<file path="src/rtl/i2c_master_pkg.sv">
// Constants shared by the two-wire master engine
package i2c_master_pkg;
  // APB register byte offsets
  localparam logic [7:0] DATA_BUFFER_OFF  = 8'h00;
  localparam logic [7:0] STATUS_OFF       = 8'h04;
  localparam logic [7:0] CONTROL2_OFF     = 8'h08;
  localparam logic [7:0] RATE_RELOAD_OFF  = 8'h0C;
  localparam logic [7:0] EVENT_OFF        = 8'h10;
  // port_status_reg fields
  localparam int BUFFER_FULL_BIT   = 0;
  localparam int START_SEEN_BIT    = 3;
  localparam int HALT_DETECTED_BIT = 4;
  localparam int RX_OVERFLOW_BIT   = 5;
  localparam int WRITE_COLL_BIT    = 6;
  // control2_reg fields
  localparam int PORT_ENABLE_BIT   = 7;
  localparam int ACK_STATUS_BIT    = 6;
  localparam int ACK_VALUE_BIT     = 5;
  localparam int ACK_SEQ_BIT       = 4;
  localparam int RX_ENABLE_BIT     = 3;
  localparam int STOP_SEQ_BIT      = 2;
  // event register fields
  localparam int PORT_EVENT_BIT    = 0;
  localparam int COLLISION_BIT     = 1;
  localparam int EVENT_IE_BIT      = 2;
  localparam int COLLISION_IE_BIT  = 3;
  // Reset values
  localparam logic [6:0] RATE_RELOAD_RST = 7'h04;
  localparam logic [7:0] CONTROL2_RST    = 8'h00;
  // Counter width and bits per byte
  localparam int RATE_W   = 7;
  localparam int BYTE_BITS = 8;
  // Phases per instruction cycle (rate counter steps on two of the four)
  localparam int PHASES_PER_CYCLE = 4;
  typedef enum logic [1:0] {PH_Q1, PH_Q2, PH_Q3, PH_Q4} phase_t;
endpackage : i2c_master_pkg

</file>
<file path="src/rtl/rate_if.sv">
// Handshake between the engine and its rate counter
`timescale 1ns/1ns
interface rate_if;
  logic       load;
  logic       run;
  logic [6:0] reload;
  logic       timeout;
  modport engine (output load, output run, output reload, input timeout);
  modport counter (input load, input run, input reload, output timeout);
endinterface : rate_if

</file>
<file path="src/rtl/i2c_master_engine.sv">
// Master engine of a two-wire port: transmit, receive, ack, stop, collision
`timescale 1ns/1ns
// What this block does
// - Buffer write sets buffer_full; cleared after eight bits shift out.
// - Buffer write while busy is dropped and sets write_collision.
// - Ninth-bit ack low clears ack status, high sets it.
// - Receive enable starts reception only from idle, else ignored.
// - Reception toggles SCL each counter rollover, shifting SDA in.
// - After eighth fall: clear enable, load buffer, set flags, hold SCL.
// - Reading the buffer in receive clears buffer_full.
// - Byte received while buffer_full set raises receive_overflow.
// - Ack sequence: SCL low, drive ack bit, low period, high period.
// - Stop: SDA low, then release SCL, then SDA one period later.
// - SDA high with SCL high sets halt; period later event, clear.
// - Released SCL pauses counter until seen high, then reloads.
// - Port keeps working in sleep and wakes on completed byte.
// - Reset disables the port and aborts any transfer.
// - Released SDA seen low while SCL high in a sent data bit, ack sequence or stop is a collision.
// - Data collision stops shifting, clears buffer_full, frees lines.
// - Condition collision aborts it and clears its enable bits.
// - After collision, bus STOP detection sets port_event_flag.
// - New byte after collision starts at its first bit.
// - Counter loads low seven reload bits, counts to zero, stops.
// - Counter steps twice per instruction cycle.
module i2c_master_engine (
  input  wire logic        clk,
  input  wire logic        rst_n,
  input  wire logic        psel,
  input  wire logic        penable,
  input  wire logic        pwrite,
  input  wire logic [7:0]  paddr,
  input  wire logic [31:0] pwdata,
  output logic      [31:0] prdata,
  output logic             pready,
  output logic             pslverr,
  input  wire logic        scl_in,
  output logic             scl_out,
  output logic             scl_oe,
  input  wire logic        sda_in,
  output logic             sda_out,
  output logic             sda_oe,
  output logic             wake_req
);
  typedef enum {ST_IDLE, ST_TX_LOW, ST_TX_HIGH, ST_RX_LOW, ST_RX_HIGH,
                ST_ACK_LOW, ST_ACK_HIGH, ST_STOP_SDA, ST_STOP_LOW,
                ST_STOP_HIGH, ST_STOP_END} state_t;

  state_t     state_reg;
  logic [7:0] data_buffer_reg;
  logic [7:0] shift_reg;
  logic [3:0] bit_cnt_reg;
  logic [6:0] rate_reload_reg;
  logic       port_en_reg;
  logic       buffer_full, write_collision, receive_overflow;
  logic       ack_received_status, ack_value_bit, ack_sequence_enable;
  logic       receive_enable_bit, stop_sequence_enable;
  logic       halt_detected, begin_detected;
  logic       port_event_flag, collision_flag, event_ie_reg, coll_ie_reg;
  logic       rx_mode_reg, scl_drive_low, sda_drive_low, scl_seen_high;
  logic       scl_s1, scl_s2, sda_s1, sda_s2, scl_d, sda_d;
  logic       wr, rd, busy, collide, byte_done_tx, byte_done_rx;
  logic       bus_start, bus_stop, stop_done, ack_done;
  logic       wr_data, wr_ctl, wr_evt;
  rate_if     rif ();

  rate_counter u_rate (.clk(clk), .rst_n(rst_n), .rif(rif));

  // Two-flop synchronisers on the pins
  always_ff @(posedge clk) begin
    if (!rst_n) begin
      scl_s1 <= 1'b1;
      scl_s2 <= 1'b1;
      sda_s1 <= 1'b1;
      sda_s2 <= 1'b1;
      scl_d  <= 1'b1;
      sda_d  <= 1'b1;
    end else begin
      scl_s1 <= scl_in;
      scl_s2 <= scl_s1;
      sda_s1 <= sda_in;
      sda_s2 <= sda_s1;
      scl_d  <= scl_s2;
      sda_d  <= sda_s2;
    end
  end

  assign bus_start = scl_s2 && scl_d && sda_d && !sda_s2;
  assign bus_stop  = scl_s2 && scl_d && !sda_d && sda_s2;

  // APB slave, zero wait states
  assign pready  = 1'b1;
  assign pslverr = 1'b0;
  assign wr      = psel && penable && pwrite;
  assign rd      = psel && penable && !pwrite;
  assign wr_data = wr && paddr == i2c_master_pkg::DATA_BUFFER_OFF;
  assign wr_ctl  = wr && paddr == i2c_master_pkg::CONTROL2_OFF;
  assign wr_evt  = wr && paddr == i2c_master_pkg::EVENT_OFF;
  assign busy    = state_reg != ST_IDLE || ack_sequence_enable ||
                   stop_sequence_enable;
  assign scl_seen_high = scl_s2;

  // Released SDA pulled low while SCL high
  assign collide = port_en_reg && !sda_drive_low && scl_s2 && !sda_s2 &&
                   ((state_reg == ST_TX_HIGH && bit_cnt_reg != 4'd8) ||
                    state_reg == ST_ACK_HIGH ||
                    state_reg == ST_STOP_END);
  assign byte_done_tx = state_reg == ST_TX_HIGH && rif.timeout &&
                        bit_cnt_reg == 4'd8;
  assign byte_done_rx = state_reg == ST_RX_HIGH && rif.timeout &&
                        bit_cnt_reg == 4'd7;
  assign ack_done  = state_reg == ST_ACK_HIGH && rif.timeout;
  assign stop_done = state_reg == ST_STOP_END && rif.timeout;

  always_comb begin
    prdata = 32'h0000_0000;
    if (rd) begin
      case (paddr)
        i2c_master_pkg::DATA_BUFFER_OFF: prdata[7:0] = data_buffer_reg;
        i2c_master_pkg::STATUS_OFF: begin
          prdata[i2c_master_pkg::BUFFER_FULL_BIT]   = buffer_full;
          prdata[i2c_master_pkg::START_SEEN_BIT]    = begin_detected;
          prdata[i2c_master_pkg::HALT_DETECTED_BIT] = halt_detected;
          prdata[i2c_master_pkg::RX_OVERFLOW_BIT]   = receive_overflow;
          prdata[i2c_master_pkg::WRITE_COLL_BIT]    = write_collision;
        end
        i2c_master_pkg::CONTROL2_OFF: begin
          prdata[i2c_master_pkg::PORT_ENABLE_BIT] = port_en_reg;
          prdata[i2c_master_pkg::ACK_STATUS_BIT]  = ack_received_status;
          prdata[i2c_master_pkg::ACK_VALUE_BIT]   = ack_value_bit;
          prdata[i2c_master_pkg::ACK_SEQ_BIT]     = ack_sequence_enable;
          prdata[i2c_master_pkg::RX_ENABLE_BIT]   = receive_enable_bit;
          prdata[i2c_master_pkg::STOP_SEQ_BIT]    = stop_sequence_enable;
        end
        i2c_master_pkg::RATE_RELOAD_OFF: prdata[6:0] = rate_reload_reg;
        i2c_master_pkg::EVENT_OFF: begin
          prdata[i2c_master_pkg::PORT_EVENT_BIT]   = port_event_flag;
          prdata[i2c_master_pkg::COLLISION_BIT]    = collision_flag;
          prdata[i2c_master_pkg::EVENT_IE_BIT]     = event_ie_reg;
          prdata[i2c_master_pkg::COLLISION_IE_BIT] = coll_ie_reg;
        end
        default: prdata = 32'h0000_0000;
      endcase
    end
  end

  // Reset disables the port; clearing enable aborts too
  always_ff @(posedge clk) begin
    if (!rst_n) begin
      port_en_reg     <= 1'b0;
      rate_reload_reg <= i2c_master_pkg::RATE_RELOAD_RST;
      ack_value_bit   <= 1'b0;
      event_ie_reg    <= 1'b0;
      coll_ie_reg     <= 1'b0;
    end else begin
      if (wr_ctl) begin
        port_en_reg   <= pwdata[i2c_master_pkg::PORT_ENABLE_BIT];
        ack_value_bit <= pwdata[i2c_master_pkg::ACK_VALUE_BIT];
      end
      if (wr && paddr == i2c_master_pkg::RATE_RELOAD_OFF) begin
        rate_reload_reg <= pwdata[6:0];
      end
      if (wr_evt) begin
        event_ie_reg <= pwdata[i2c_master_pkg::EVENT_IE_BIT];
        coll_ie_reg  <= pwdata[i2c_master_pkg::COLLISION_IE_BIT];
      end
    end
  end

  // Enable bits: set by software only from idle, cleared by hardware
  always_ff @(posedge clk) begin
    if (!rst_n || !port_en_reg) begin
      receive_enable_bit   <= 1'b0;
      ack_sequence_enable  <= 1'b0;
      stop_sequence_enable <= 1'b0;
    end else if (collide) begin
      ack_sequence_enable  <= 1'b0;
      stop_sequence_enable <= 1'b0;
      receive_enable_bit   <= 1'b0;
    end else if (wr_ctl && !busy && !receive_enable_bit) begin
      receive_enable_bit   <= pwdata[i2c_master_pkg::RX_ENABLE_BIT];
      ack_sequence_enable  <= pwdata[i2c_master_pkg::ACK_SEQ_BIT];
      stop_sequence_enable <= pwdata[i2c_master_pkg::STOP_SEQ_BIT];
    end else begin
      if (byte_done_rx) begin
        receive_enable_bit <= 1'b0;
      end
      if (ack_done) begin
        ack_sequence_enable <= 1'b0;
      end
      if (stop_done) begin
        stop_sequence_enable <= 1'b0;
      end
    end
  end

  // Sequencer
  always_ff @(posedge clk) begin
    if (!rst_n || !port_en_reg) begin
      state_reg     <= ST_IDLE;
      scl_drive_low <= 1'b0;
      sda_drive_low <= 1'b0;
      bit_cnt_reg   <= 4'd0;
      rx_mode_reg   <= 1'b0;
      shift_reg     <= 8'h00;
    end else if (collide) begin
      state_reg     <= ST_IDLE;
      scl_drive_low <= 1'b0;
      sda_drive_low <= 1'b0;
      bit_cnt_reg   <= 4'd0;
    end else begin
      case (state_reg)
        ST_IDLE: begin
          if (wr_data && !busy) begin
            shift_reg     <= pwdata[7:0];
            bit_cnt_reg   <= 4'd0;
            rx_mode_reg   <= 1'b0;
            scl_drive_low <= 1'b1;
            sda_drive_low <= !pwdata[7];
            state_reg     <= ST_TX_LOW;
          end else if (wr_ctl && !busy &&
                       pwdata[i2c_master_pkg::RX_ENABLE_BIT]) begin
            rx_mode_reg   <= 1'b1;
            bit_cnt_reg   <= 4'd0;
            scl_drive_low <= 1'b1;
            sda_drive_low <= 1'b0;
            state_reg     <= ST_RX_LOW;
          end else if (wr_ctl && !busy &&
                       pwdata[i2c_master_pkg::ACK_SEQ_BIT]) begin
            scl_drive_low <= 1'b1;
            sda_drive_low <= !pwdata[i2c_master_pkg::ACK_VALUE_BIT];
            state_reg     <= ST_ACK_LOW;
          end else if (wr_ctl && !busy &&
                       pwdata[i2c_master_pkg::STOP_SEQ_BIT]) begin
            sda_drive_low <= 1'b1;
            state_reg     <= ST_STOP_SDA;
          end
        end
        ST_TX_LOW, ST_RX_LOW, ST_ACK_LOW, ST_STOP_LOW: begin
          if (rif.timeout) begin
            scl_drive_low <= 1'b0;
            case (state_reg)
              ST_TX_LOW:  state_reg <= ST_TX_HIGH;
              ST_RX_LOW:  state_reg <= ST_RX_HIGH;
              ST_ACK_LOW: state_reg <= ST_ACK_HIGH;
              default:    state_reg <= ST_STOP_HIGH;
            endcase
          end
        end
        ST_TX_HIGH: begin
          if (rif.timeout) begin
            scl_drive_low <= 1'b1;
            bit_cnt_reg   <= bit_cnt_reg + 4'd1;
            if (bit_cnt_reg == 4'd8) begin
              state_reg     <= ST_IDLE;
            end else begin
              shift_reg     <= {shift_reg[6:0], 1'b1};
              // Ninth bit: release SDA for the slave's answer
              sda_drive_low <= bit_cnt_reg != 4'd7 && !shift_reg[6];
              state_reg     <= ST_TX_LOW;
            end
          end
        end
        ST_RX_HIGH: begin
          if (rif.timeout) begin
            // Shift SDA in at the falling edge
            scl_drive_low <= 1'b1;
            shift_reg     <= {shift_reg[6:0], sda_s2};
            bit_cnt_reg   <= bit_cnt_reg + 4'd1;
            state_reg     <= (bit_cnt_reg == 4'd7) ? ST_IDLE : ST_RX_LOW;
          end
        end
        ST_ACK_HIGH: begin
          if (rif.timeout) begin
            scl_drive_low <= 1'b1;
            sda_drive_low <= 1'b0;
            state_reg     <= ST_IDLE;
          end
        end
        ST_STOP_SDA: begin
          if (!sda_s2) begin
            state_reg <= ST_STOP_LOW;
          end
        end
        ST_STOP_HIGH: begin
          // SDA released one period after SCL
          if (rif.timeout) begin
            sda_drive_low <= 1'b0;
            state_reg     <= ST_STOP_END;
          end
        end
        ST_STOP_END: begin
          if (rif.timeout) begin
            state_reg <= ST_IDLE;
          end
        end
        default: state_reg <= ST_IDLE;
      endcase
    end
  end

  // High phases wait for SCL really high, then reload
  always_comb begin
    rif.reload = rate_reload_reg;
    rif.run    = 1'b0;
    rif.load   = 1'b0;
    case (state_reg)
      ST_TX_LOW, ST_RX_LOW, ST_ACK_LOW, ST_STOP_LOW: begin
        rif.run = 1'b1;
      end
      ST_TX_HIGH, ST_RX_HIGH, ST_ACK_HIGH, ST_STOP_HIGH: begin
        rif.run  = scl_seen_high;
        rif.load = !scl_seen_high;
      end
      ST_STOP_END: rif.run = 1'b1;
      default:     rif.load = 1'b1;
    endcase
    if (state_reg == ST_STOP_SDA || (rif.timeout && state_reg != ST_IDLE)) begin
      rif.load = 1'b1;
      rif.run  = 1'b0;
    end
  end

  // Status flags; a hardware set wins over a software clear
  always_ff @(posedge clk) begin
    if (!rst_n || !port_en_reg) begin
      buffer_full         <= 1'b0;
      write_collision     <= 1'b0;
      receive_overflow    <= 1'b0;
      ack_received_status <= 1'b0;
      data_buffer_reg     <= 8'h00;
    end else begin
      if (wr_data && busy) begin
        write_collision <= 1'b1;
      end else if (wr && paddr == i2c_master_pkg::STATUS_OFF &&
                   !pwdata[i2c_master_pkg::WRITE_COLL_BIT]) begin
        write_collision <= 1'b0;
      end
      if (wr && paddr == i2c_master_pkg::STATUS_OFF &&
          !pwdata[i2c_master_pkg::RX_OVERFLOW_BIT] && !byte_done_rx) begin
        receive_overflow <= 1'b0;
      end
      if (byte_done_rx && buffer_full) begin
        receive_overflow <= 1'b1;
      end
      // Ack status from the ninth bit
      if (byte_done_tx) begin
        ack_received_status <= sda_s2;
      end
      if (collide) begin
        buffer_full <= 1'b0;
      end else if (wr_data && !busy) begin
        data_buffer_reg <= pwdata[7:0];
        buffer_full     <= 1'b1;
      end else if (state_reg == ST_TX_HIGH && rif.timeout &&
                   bit_cnt_reg == 4'd7) begin
        buffer_full <= 1'b0;
      end else if (byte_done_rx) begin
        data_buffer_reg <= {shift_reg[6:0], sda_s2};
        buffer_full     <= 1'b1;
      end else if (rd && paddr == i2c_master_pkg::DATA_BUFFER_OFF &&
                   rx_mode_reg) begin
        buffer_full <= 1'b0;
      end
    end
  end

  // Bus condition tracking and sticky event flags
  always_ff @(posedge clk) begin
    if (!rst_n || !port_en_reg) begin
      begin_detected  <= 1'b0;
      halt_detected   <= 1'b0;
      port_event_flag <= 1'b0;
      collision_flag  <= 1'b0;
    end else begin
      if (bus_start) begin
        begin_detected <= 1'b1;
        halt_detected  <= 1'b0;
      end else if (bus_stop) begin
        // Halt on SDA rise under SCL high
        halt_detected  <= 1'b1;
        begin_detected <= 1'b0;
      end
      if (wr_evt && !pwdata[i2c_master_pkg::PORT_EVENT_BIT]) begin
        port_event_flag <= 1'b0;
      end
      if (wr_evt && !pwdata[i2c_master_pkg::COLLISION_BIT]) begin
        collision_flag <= 1'b0;
      end
      // Byte done or stop sequence done event; stop seen after collision
      if (byte_done_rx || byte_done_tx || stop_done ||
          (collision_flag && bus_stop)) begin
        port_event_flag <= 1'b1;
      end
      if (collide) begin
        collision_flag <= 1'b1;
      end
    end
  end

  // Sticky flags request wake; completes in sleep
  assign wake_req = (port_event_flag && event_ie_reg) ||
                    (collision_flag && coll_ie_reg);

  // Open-drain pins: only ever drive low
  assign scl_out = 1'b0;
  assign sda_out = 1'b0;
  assign scl_oe  = scl_drive_low;
  assign sda_oe  = sda_drive_low;

  property p_coll_frees;
    @(posedge clk) disable iff (!rst_n)
      (collide && port_en_reg) |=> (!scl_oe && !sda_oe && !buffer_full &&
                                    collision_flag);
  endproperty
  a_coll_frees: assert property (p_coll_frees)
    else $error("collision did not free the lines");

  property p_write_collision;
    @(posedge clk) disable iff (!rst_n)
      (wr_data && busy && port_en_reg) |=>
        (write_collision && $stable(data_buffer_reg));
  endproperty
  a_write_collision: assert property (p_write_collision)
    else $error("busy write was not dropped");

  property p_rx_done;
    @(posedge clk) disable iff (!rst_n)
      (byte_done_rx && !collide && port_en_reg) |=>
        (buffer_full && port_event_flag && !receive_enable_bit && scl_oe);
  endproperty
  a_rx_done: assert property (p_rx_done)
    else $error("reception end flags wrong");

  property p_tx_full;
    @(posedge clk) disable iff (!rst_n)
      (wr_data && !busy && port_en_reg && !collide) |=> buffer_full;
  endproperty
  a_tx_full: assert property (p_tx_full)
    else $error("buffer write did not set full");

  property p_wake;
    @(posedge clk) disable iff (!rst_n)
      (port_event_flag && event_ie_reg) |-> wake_req;
  endproperty
  a_wake: assert property (p_wake)
    else $error("event flag not requesting wake");

  property p_hold_pause;
    @(posedge clk) disable iff (!rst_n)
      (state_reg == ST_TX_HIGH && !scl_seen_high) |-> !rif.timeout;
  endproperty
  a_hold_pause: assert property (p_hold_pause)
    else $error("counter ran while SCL held low");

  property p_ack_drive;
    @(posedge clk) disable iff (!rst_n)
      (state_reg == ST_ACK_LOW) |-> (scl_oe && sda_oe == !ack_value_bit);
  endproperty
  a_ack_drive: assert property (p_ack_drive)
    else $error("ack sequence drive wrong");

  property p_stop_end;
    @(posedge clk) disable iff (!rst_n)
      (stop_done && !collide && port_en_reg) |=>
        (!stop_sequence_enable && port_event_flag);
  endproperty
  a_stop_end: assert property (p_stop_end)
    else $error("stop completion flags wrong");
endmodule : i2c_master_engine

</file>
<file path="src/rtl/rate_counter.sv">
// Reloadable down counter stepping on the second and fourth phase
`timescale 1ns/1ns
module rate_counter (
  input  wire logic clk,
  input  wire logic rst_n,
  rate_if.counter   rif
);
  i2c_master_pkg::phase_t phase_reg;
  logic [6:0]             count_reg;
  logic                   step;

  always_ff @(posedge clk) begin
    if (!rst_n) begin
      phase_reg <= i2c_master_pkg::PH_Q1;
    end else begin
      case (phase_reg)
        i2c_master_pkg::PH_Q1: phase_reg <= i2c_master_pkg::PH_Q2;
        i2c_master_pkg::PH_Q2: phase_reg <= i2c_master_pkg::PH_Q3;
        i2c_master_pkg::PH_Q3: phase_reg <= i2c_master_pkg::PH_Q4;
        default:               phase_reg <= i2c_master_pkg::PH_Q1;
      endcase
    end
  end

  assign step = (phase_reg == i2c_master_pkg::PH_Q2) ||
                (phase_reg == i2c_master_pkg::PH_Q4);

  // Load, count down, stop at zero
  always_ff @(posedge clk) begin
    if (!rst_n) begin
      count_reg <= 7'h00;
    end else if (rif.load) begin
      count_reg <= rif.reload;
    end else if (rif.run && step && count_reg != 7'h00) begin
      count_reg <= count_reg - 7'h01;
    end
  end

  // Timeout is the bare zero count so that the engine may reload on it
  // without a combinational loop through run and load
  assign rif.timeout = (count_reg == 7'h00);

  property p_zero_holds;
    @(posedge clk) disable iff (!rst_n)
      (count_reg == 7'h00 && !rif.load) |=> (count_reg == 7'h00);
  endproperty
  a_zero_holds: assert property (p_zero_holds)
    else $error("rate counter left zero without reload");

  property p_step_phase;
    @(posedge clk) disable iff (!rst_n)
      (!rif.load && !step) |=> $stable(count_reg);
  endproperty
  a_step_phase: assert property (p_step_phase)
    else $error("rate counter stepped off phase");
endmodule : rate_counter

</file>
<file path="config.mk">
export PLATFORM = sky130hd
export DESIGN_NAME = i2c_master_engine
export DESIGN_NICKNAME = d
export VERILOG_FILES = /design/src/rtl/i2c_master_pkg.sv /design/src/rtl/rate_if.sv /design/src/rtl/i2c_master_engine.sv /design/src/rtl/rate_counter.sv
export SDC_FILE = /design/constraint.sdc
export NUM_CORES = 1
export LEC_CHECK = 0
export BUFFER_PORTS_ARGS = -buffer_cell sky130_fd_sc_hd__buf_2
export CAP_MARGIN = 20
export CORE_UTILIZATION = 51
export CTS_BUF_LIST = sky130_fd_sc_hd__clkbuf_4 sky130_fd_sc_hd__clkbuf_8
export DETAILED_ROUTE_END_ITERATION = 6
export HOLD_SLACK_MARGIN = 0.15
export PLACE_DENSITY_LB_ADDON = 0.2
export SLEW_MARGIN = 20
export SYNTH_ARGS = -nofsm -noshare
export SYNTH_HDL_FRONTEND = slang
export SYNTH_SLANG_ARGS = --single-unit
</file>
<file path="constraint.sdc">
create_clock -name clk -period 2.1 [get_ports clk]
set_input_delay 0.42 -clock clk [delete_from_list [all_inputs] [get_ports clk]]
set_output_delay 0.42 -clock clk [all_outputs]
set_load 0.01 [all_outputs]
</file>
**Word level (Yosys, flattened, before mapping)**

Cells that the tools add are included.

- Muxes and demuxes: 75
- Equal/unequal tests: 41
- Reductions and logical operators: 112
- Bitwise operators: 1
- Add/sub/neg operators: 2

Operators with widths:

| kind | count |
|---|---|
| 2-to-1 mux 32 bit | 10 |
| case mux 32 bit (7 select lines) | 1 |
| == test 32 x 4 -> 1 bit (second input constant) | 6 |
| == test 32 x 3 -> 1 bit (second input constant) | 5 |
| == test 32 x 2 -> 1 bit (second input constant) | 2 |
| logical AND 1 bit | 47 |
| 2-to-1 mux 7 bit | 6 |
| 2-to-1 mux 1 bit | 36 |
| == test 32 x 1 -> 1 bit (second input constant) | 1 |
| == test 32 x 5 -> 1 bit (second input constant) | 1 |
| zero test 32 bit | 1 |
| 2-to-1 mux 8 bit | 4 |
| nonzero test 32 bit | 1 |
| nonzero test 2 bit | 12 |
| case mux 7 bit (3 select lines) | 1 |
| == test 8 x 4 -> 1 bit (second input constant) | 2 |
| zero test 1 bit | 16 |
| inequality test 2 bit (second input constant) | 8 |
| 2-to-1 mux 4 bit | 3 |
| case mux 3 bit (4 select lines) | 1 |
| case mux 4 bit (3 select lines) | 1 |
| logical OR 1 bit | 11 |
| OR reduction 2 bit | 5 |
| case mux 1 bit (3 select lines) | 3 |
| 34 further kinds | 47 |

- Flip-flop bits (word level): 91

**Depth between registers and ports, before layout**

- Word-level depth: 11
- Gate-level depth with buffers: 9

**Cells and area by module**

Synthesis repeated with hierarchy kept, for this count alone.

- Cell total of the unflattened synthesis: 480
- Area, all modules: 4,061.4 um^2

Modules (own cells, without submodules):

| module | area an instance (um^2) | cells an instance | sequential area each (um^2) | instances |
|---|---|---|---|---|
| i2c_master_engine | 3,519.6 | 420 | 1,081.0 | 1 |
| rate_counter | 541.8 | 60 | 180.2 | 1 |

**Worst setup path after synthesis**

Ideal clock, no wire load.

- Path type: input-to-output
- Start: input paddr[4]
- End: output prdata[4]
- Setup slack: -0.124 ns
- Data required time: 1.680 ns
- Stages on the path: 6
- Data arrival time: 1.804 ns
- Cell sequence: nor4_2 > and2_1 > clkbuf_1 > buf_2 > a22oi_1 > a31oi_1

- Longest elaborated chain between the ends: 3
- Elaborated cells on any way between the ends: 6

Ends and longest elaborated chain:

| what | RTL line | source |
|---|---|---|
| start, declared | i2c_master_engine.sv:31 | `input wire logic [7:0] paddr,` |
| == test 8 x 4 -> 1 bit (tied with other cells) | i2c_master_engine.sv:117 | `case (paddr)` |
| case mux 3 bit (4 select lines) (*) | i2c_master_engine.sv:117 |  |
| 2-to-1 mux 8 bit (*) | i2c_master_engine.sv:116 | `if (rd) begin` |
| end, declared | i2c_master_engine.sv:33 | `output logic [31:0] prdata,` |

Every way passes the cells marked *; elsewhere a longest branch is shown, timed or not.

**Final worst setup path**

- Start: input paddr[5]
- End: output prdata[4]

Same word-level chain as after synthesis.

==> flow_metrics.tcl <==
set metrics [dict create \
    status "finished, violations left" \
    violations "setup timing" \
    ios 86 \
    worst_ep_required_time_ns 1.68 \
    fin_nets 565 \
    cp-start-kind "input pin" \
    core_area_um2 7290 \
    fin_ws_ns -0.110 \
    maxSlewHeadroom_pct 66.9 \
    netlist_area_um2 3870 \
    power_uw 2450 \
    numCtsBuffers 9 \
    wl_met3_um 600 \
    hold_start "scl_in" \
    vdd.ir_drop.worst_uv 481 \
    hold_class "input pin to register" \
    dp_hpwl_um 7500 \
    numPortBuffers 33 \
    clk_pin_slew_worst_paths_ns 0.08 \
    path_class "input pin to output pin" \
    grt_pass1_vias 3277 \
    yosysWarnings 0 \
    period_share_pct 105 \
    holdPathEnd "scl_s1$_SDFF_PN1_" \
    cellPowerDensity_nw_per_um2 525 \
    drv_slew 0 \
    place_ws_ns -0.224 \
    fin_crit_ns 2.21 \
    vias 3598 \
    post_dp_cell_area_um2 4290 \
    cts_max_path_buffers 2 \
    postSynthCellCount 448 \
    antenna_left 0 \
    rsz0062_at_grt "true" \
    final-hold-violation-count 0 \
    leakagePower_uw 0.00182 \
    crit_arrival_ns 1.79 \
    cts-root-buf "clkbuf_8" \
    place.gp.congestion 0.888 \
    worst_pin_slew_ns 0.490 \
    start_util_pct 53.1 \
    async_reset_ff_share_pct 0 \
    ys.flop_type "dfxtp_1" \
    clock_skew_ns 0.00981 \
    setup_viol_count_final 8 \
    largest_reg_flops 8 \
    avgSynthCellArea_um2 8.65 \
    cts_tree "built" \
    yosys_register_bits 63 \
    fin_util_pct 64.0 \
    routed_via_density 5.85 \
    ys_seq_area_share_pct 32.6 \
    antenna_cells 0 \
    clkLatencyLatePin_ns 0.35 \
    die_w_um 89.2 \
    cp_max_fo 3 \
    htree_levels 3 \
    track_usage_pct 27.6 \
    synth.distinct_cells 69 \
    fmax_mhz 453 \
    wl_met1_um 4690 \
    r2r-end "state_reg[3]$_SDFFE_PP0P_" \
    drv_cap 0 \
    wl_met2_um 4930 \
    drc 0 \
    antenna_found_initial 0 \
    clock-sinks 63 \
    first_pass_iters 5 \
    die_y_um 89.2 \
    reg2reg_slack_ns 0.11 \
    cp-end-kind "output pin" \
    num_rows 31 \
    wl_um 10400 \
    r2r_start "u_rate.count_reg[0]$_SDFFE_PN0P_" \
    area_growth_pct 20.5 \
    design_area_um2 4670 \
    wl_per_cell_um 16.9 \
    grt_pass1_wl_um 16400 \
    drtIter0Drc 268 \
    grt_max_degree 27 \
    hold_depth 2 \
    drive_above_1_share_pct 26.9 \
    synth_edf_count 0 \
    grt.overflow.total 0 \
    fin_tns_setup_ns -0.537 \
    fp.dieArea_um2 7950 \
    top_layer "met4" \
    reg2regPathDepth 8 \
]
report_power, final:
group          switching (uW)  internal [uW]
clock                     543            439
sequential               12.8           1210
combinational             142           98.9
total                     699           1750
worst max-delay path by stage:
stage                     cells past startpoint  slack (ns)        end  startpoint
final                                         6       -0.11  prdata[4]    paddr[5]
after global routing                          8       -0.17  prdata[3]    paddr[5]
after CTS                                     8       -0.08  prdata[4]    paddr[6]
after detailed placement                      5       -0.22  prdata[6]    paddr[4]
after global placement                        5       -0.23  prdata[6]    paddr[4]
after floorplan                               5       0.003  prdata[0]    paddr[4]
cells by family (layout without fill, tap and decap cells):
logic type | count (synthesis) | in the layout | share of synthesized area (%)
fa+ha+maj | 7 | 7 | 2.26
compound gates | 127 | 127 | 23.1
buf+inv | 70 | 112 | 11.1
xor+xnor | 6 | 6 | 1.36
simple gates | 142 | 142 | 21.3
mux | 31 | 31 | 8.07
flops | 63 | 63 | 32.6
other cells | 2 | 28 | 0.194
what timing repair did:
| item | in CTS | in global routing |
|---|---|---|
| buffers inserted | 2 | 4 |
| endpoints found under the setup margin | 8 | 20 |
| gates resized for setup | 26 | 8 |
| pin swaps | 14 | 4 |
| hold buffers | 0 | 0 |
critical path, stage by stage:
cell and delay [ns]:
buf_8 0.10, nor4_4 0.27, buf_4 0.15, or4b_4 0.52, a31oi_4 0.20, buf_6 0.13
per-layer routing:
layer / GRT usage (%) / up-vias
li1: - / 1718
met1: 38.1 / 1716
met2: 43.4 / 145
met3: 4.16 / 19
met4: 11.0 / 0
met5: 0 / -
cell usage after synthesis, types with 5 or more instances:
master	n	share of area [%]
buf_2	6	0.78
a311oi_1	8	1.8
buf_6	7	2.0
o21a_1	5	0.97
inv_1	10	0.97
a31oi_1	7	1.1
o21ai_0	15	1.9
a211oi_1	11	2.1
dfxtp_1	63	33
mux2i_1	29	7.5
ha_1	7	2.3
nand2b_1	13	2.1
a21oi_1	33	4.3
nor2b_1	14	2.3
and2_1	5	0.81
clkbuf_1	17	1.6
nand3_1	8	1.0
buf_4	29	5.6
nor2_1	24	2.3
nand2_1	31	3.0
a22oi_1	8	1.6
nor3_1	6	0.78
stage by stage:
step	hold slack, ns	cells
final	0.248	615
after CTS	0.242	611
after global routing	0.240	615
after global placement	0.394	593
after floorplan	0.386	474
after detailed placement	0.393	593
cell usage in the layout, fill, tap and decap left out, drive strengths merged, types with 5 or more instances in the layout:
| cell | n |
|---|---|
| nand2b | 13 |
| conb | 28 |
| buf | 86 |
| mux2i | 29 |
| nor2 | 24 |
| or3 | 5 |
| a21oi | 33 |
| o21ai | 15 |
| a311oi | 8 |
| a211oi | 13 |
| ha | 7 |
| nor2b | 14 |
| clkbuf | 9 |
| inv | 12 |
| dfxtp | 63 |
| nor4 | 7 |
| and2 | 5 |
| nand2 | 32 |
| a22oi | 8 |
| nand3 | 8 |
| nor3 | 6 |
| o21a | 5 |
| a31oi | 7 |
area by class of cell:
cell class                 instances  area (um2)
clock buffer                       9         124
clock inverter                     7        57.6
fill                             667        2630
inverter                          10        37.5
multi-input combinational        341        2410
sequential                        63        1260
tap                               99         124
timing repair buffer              86         656
No activity file was read; power rests on OpenSTA's default activity.
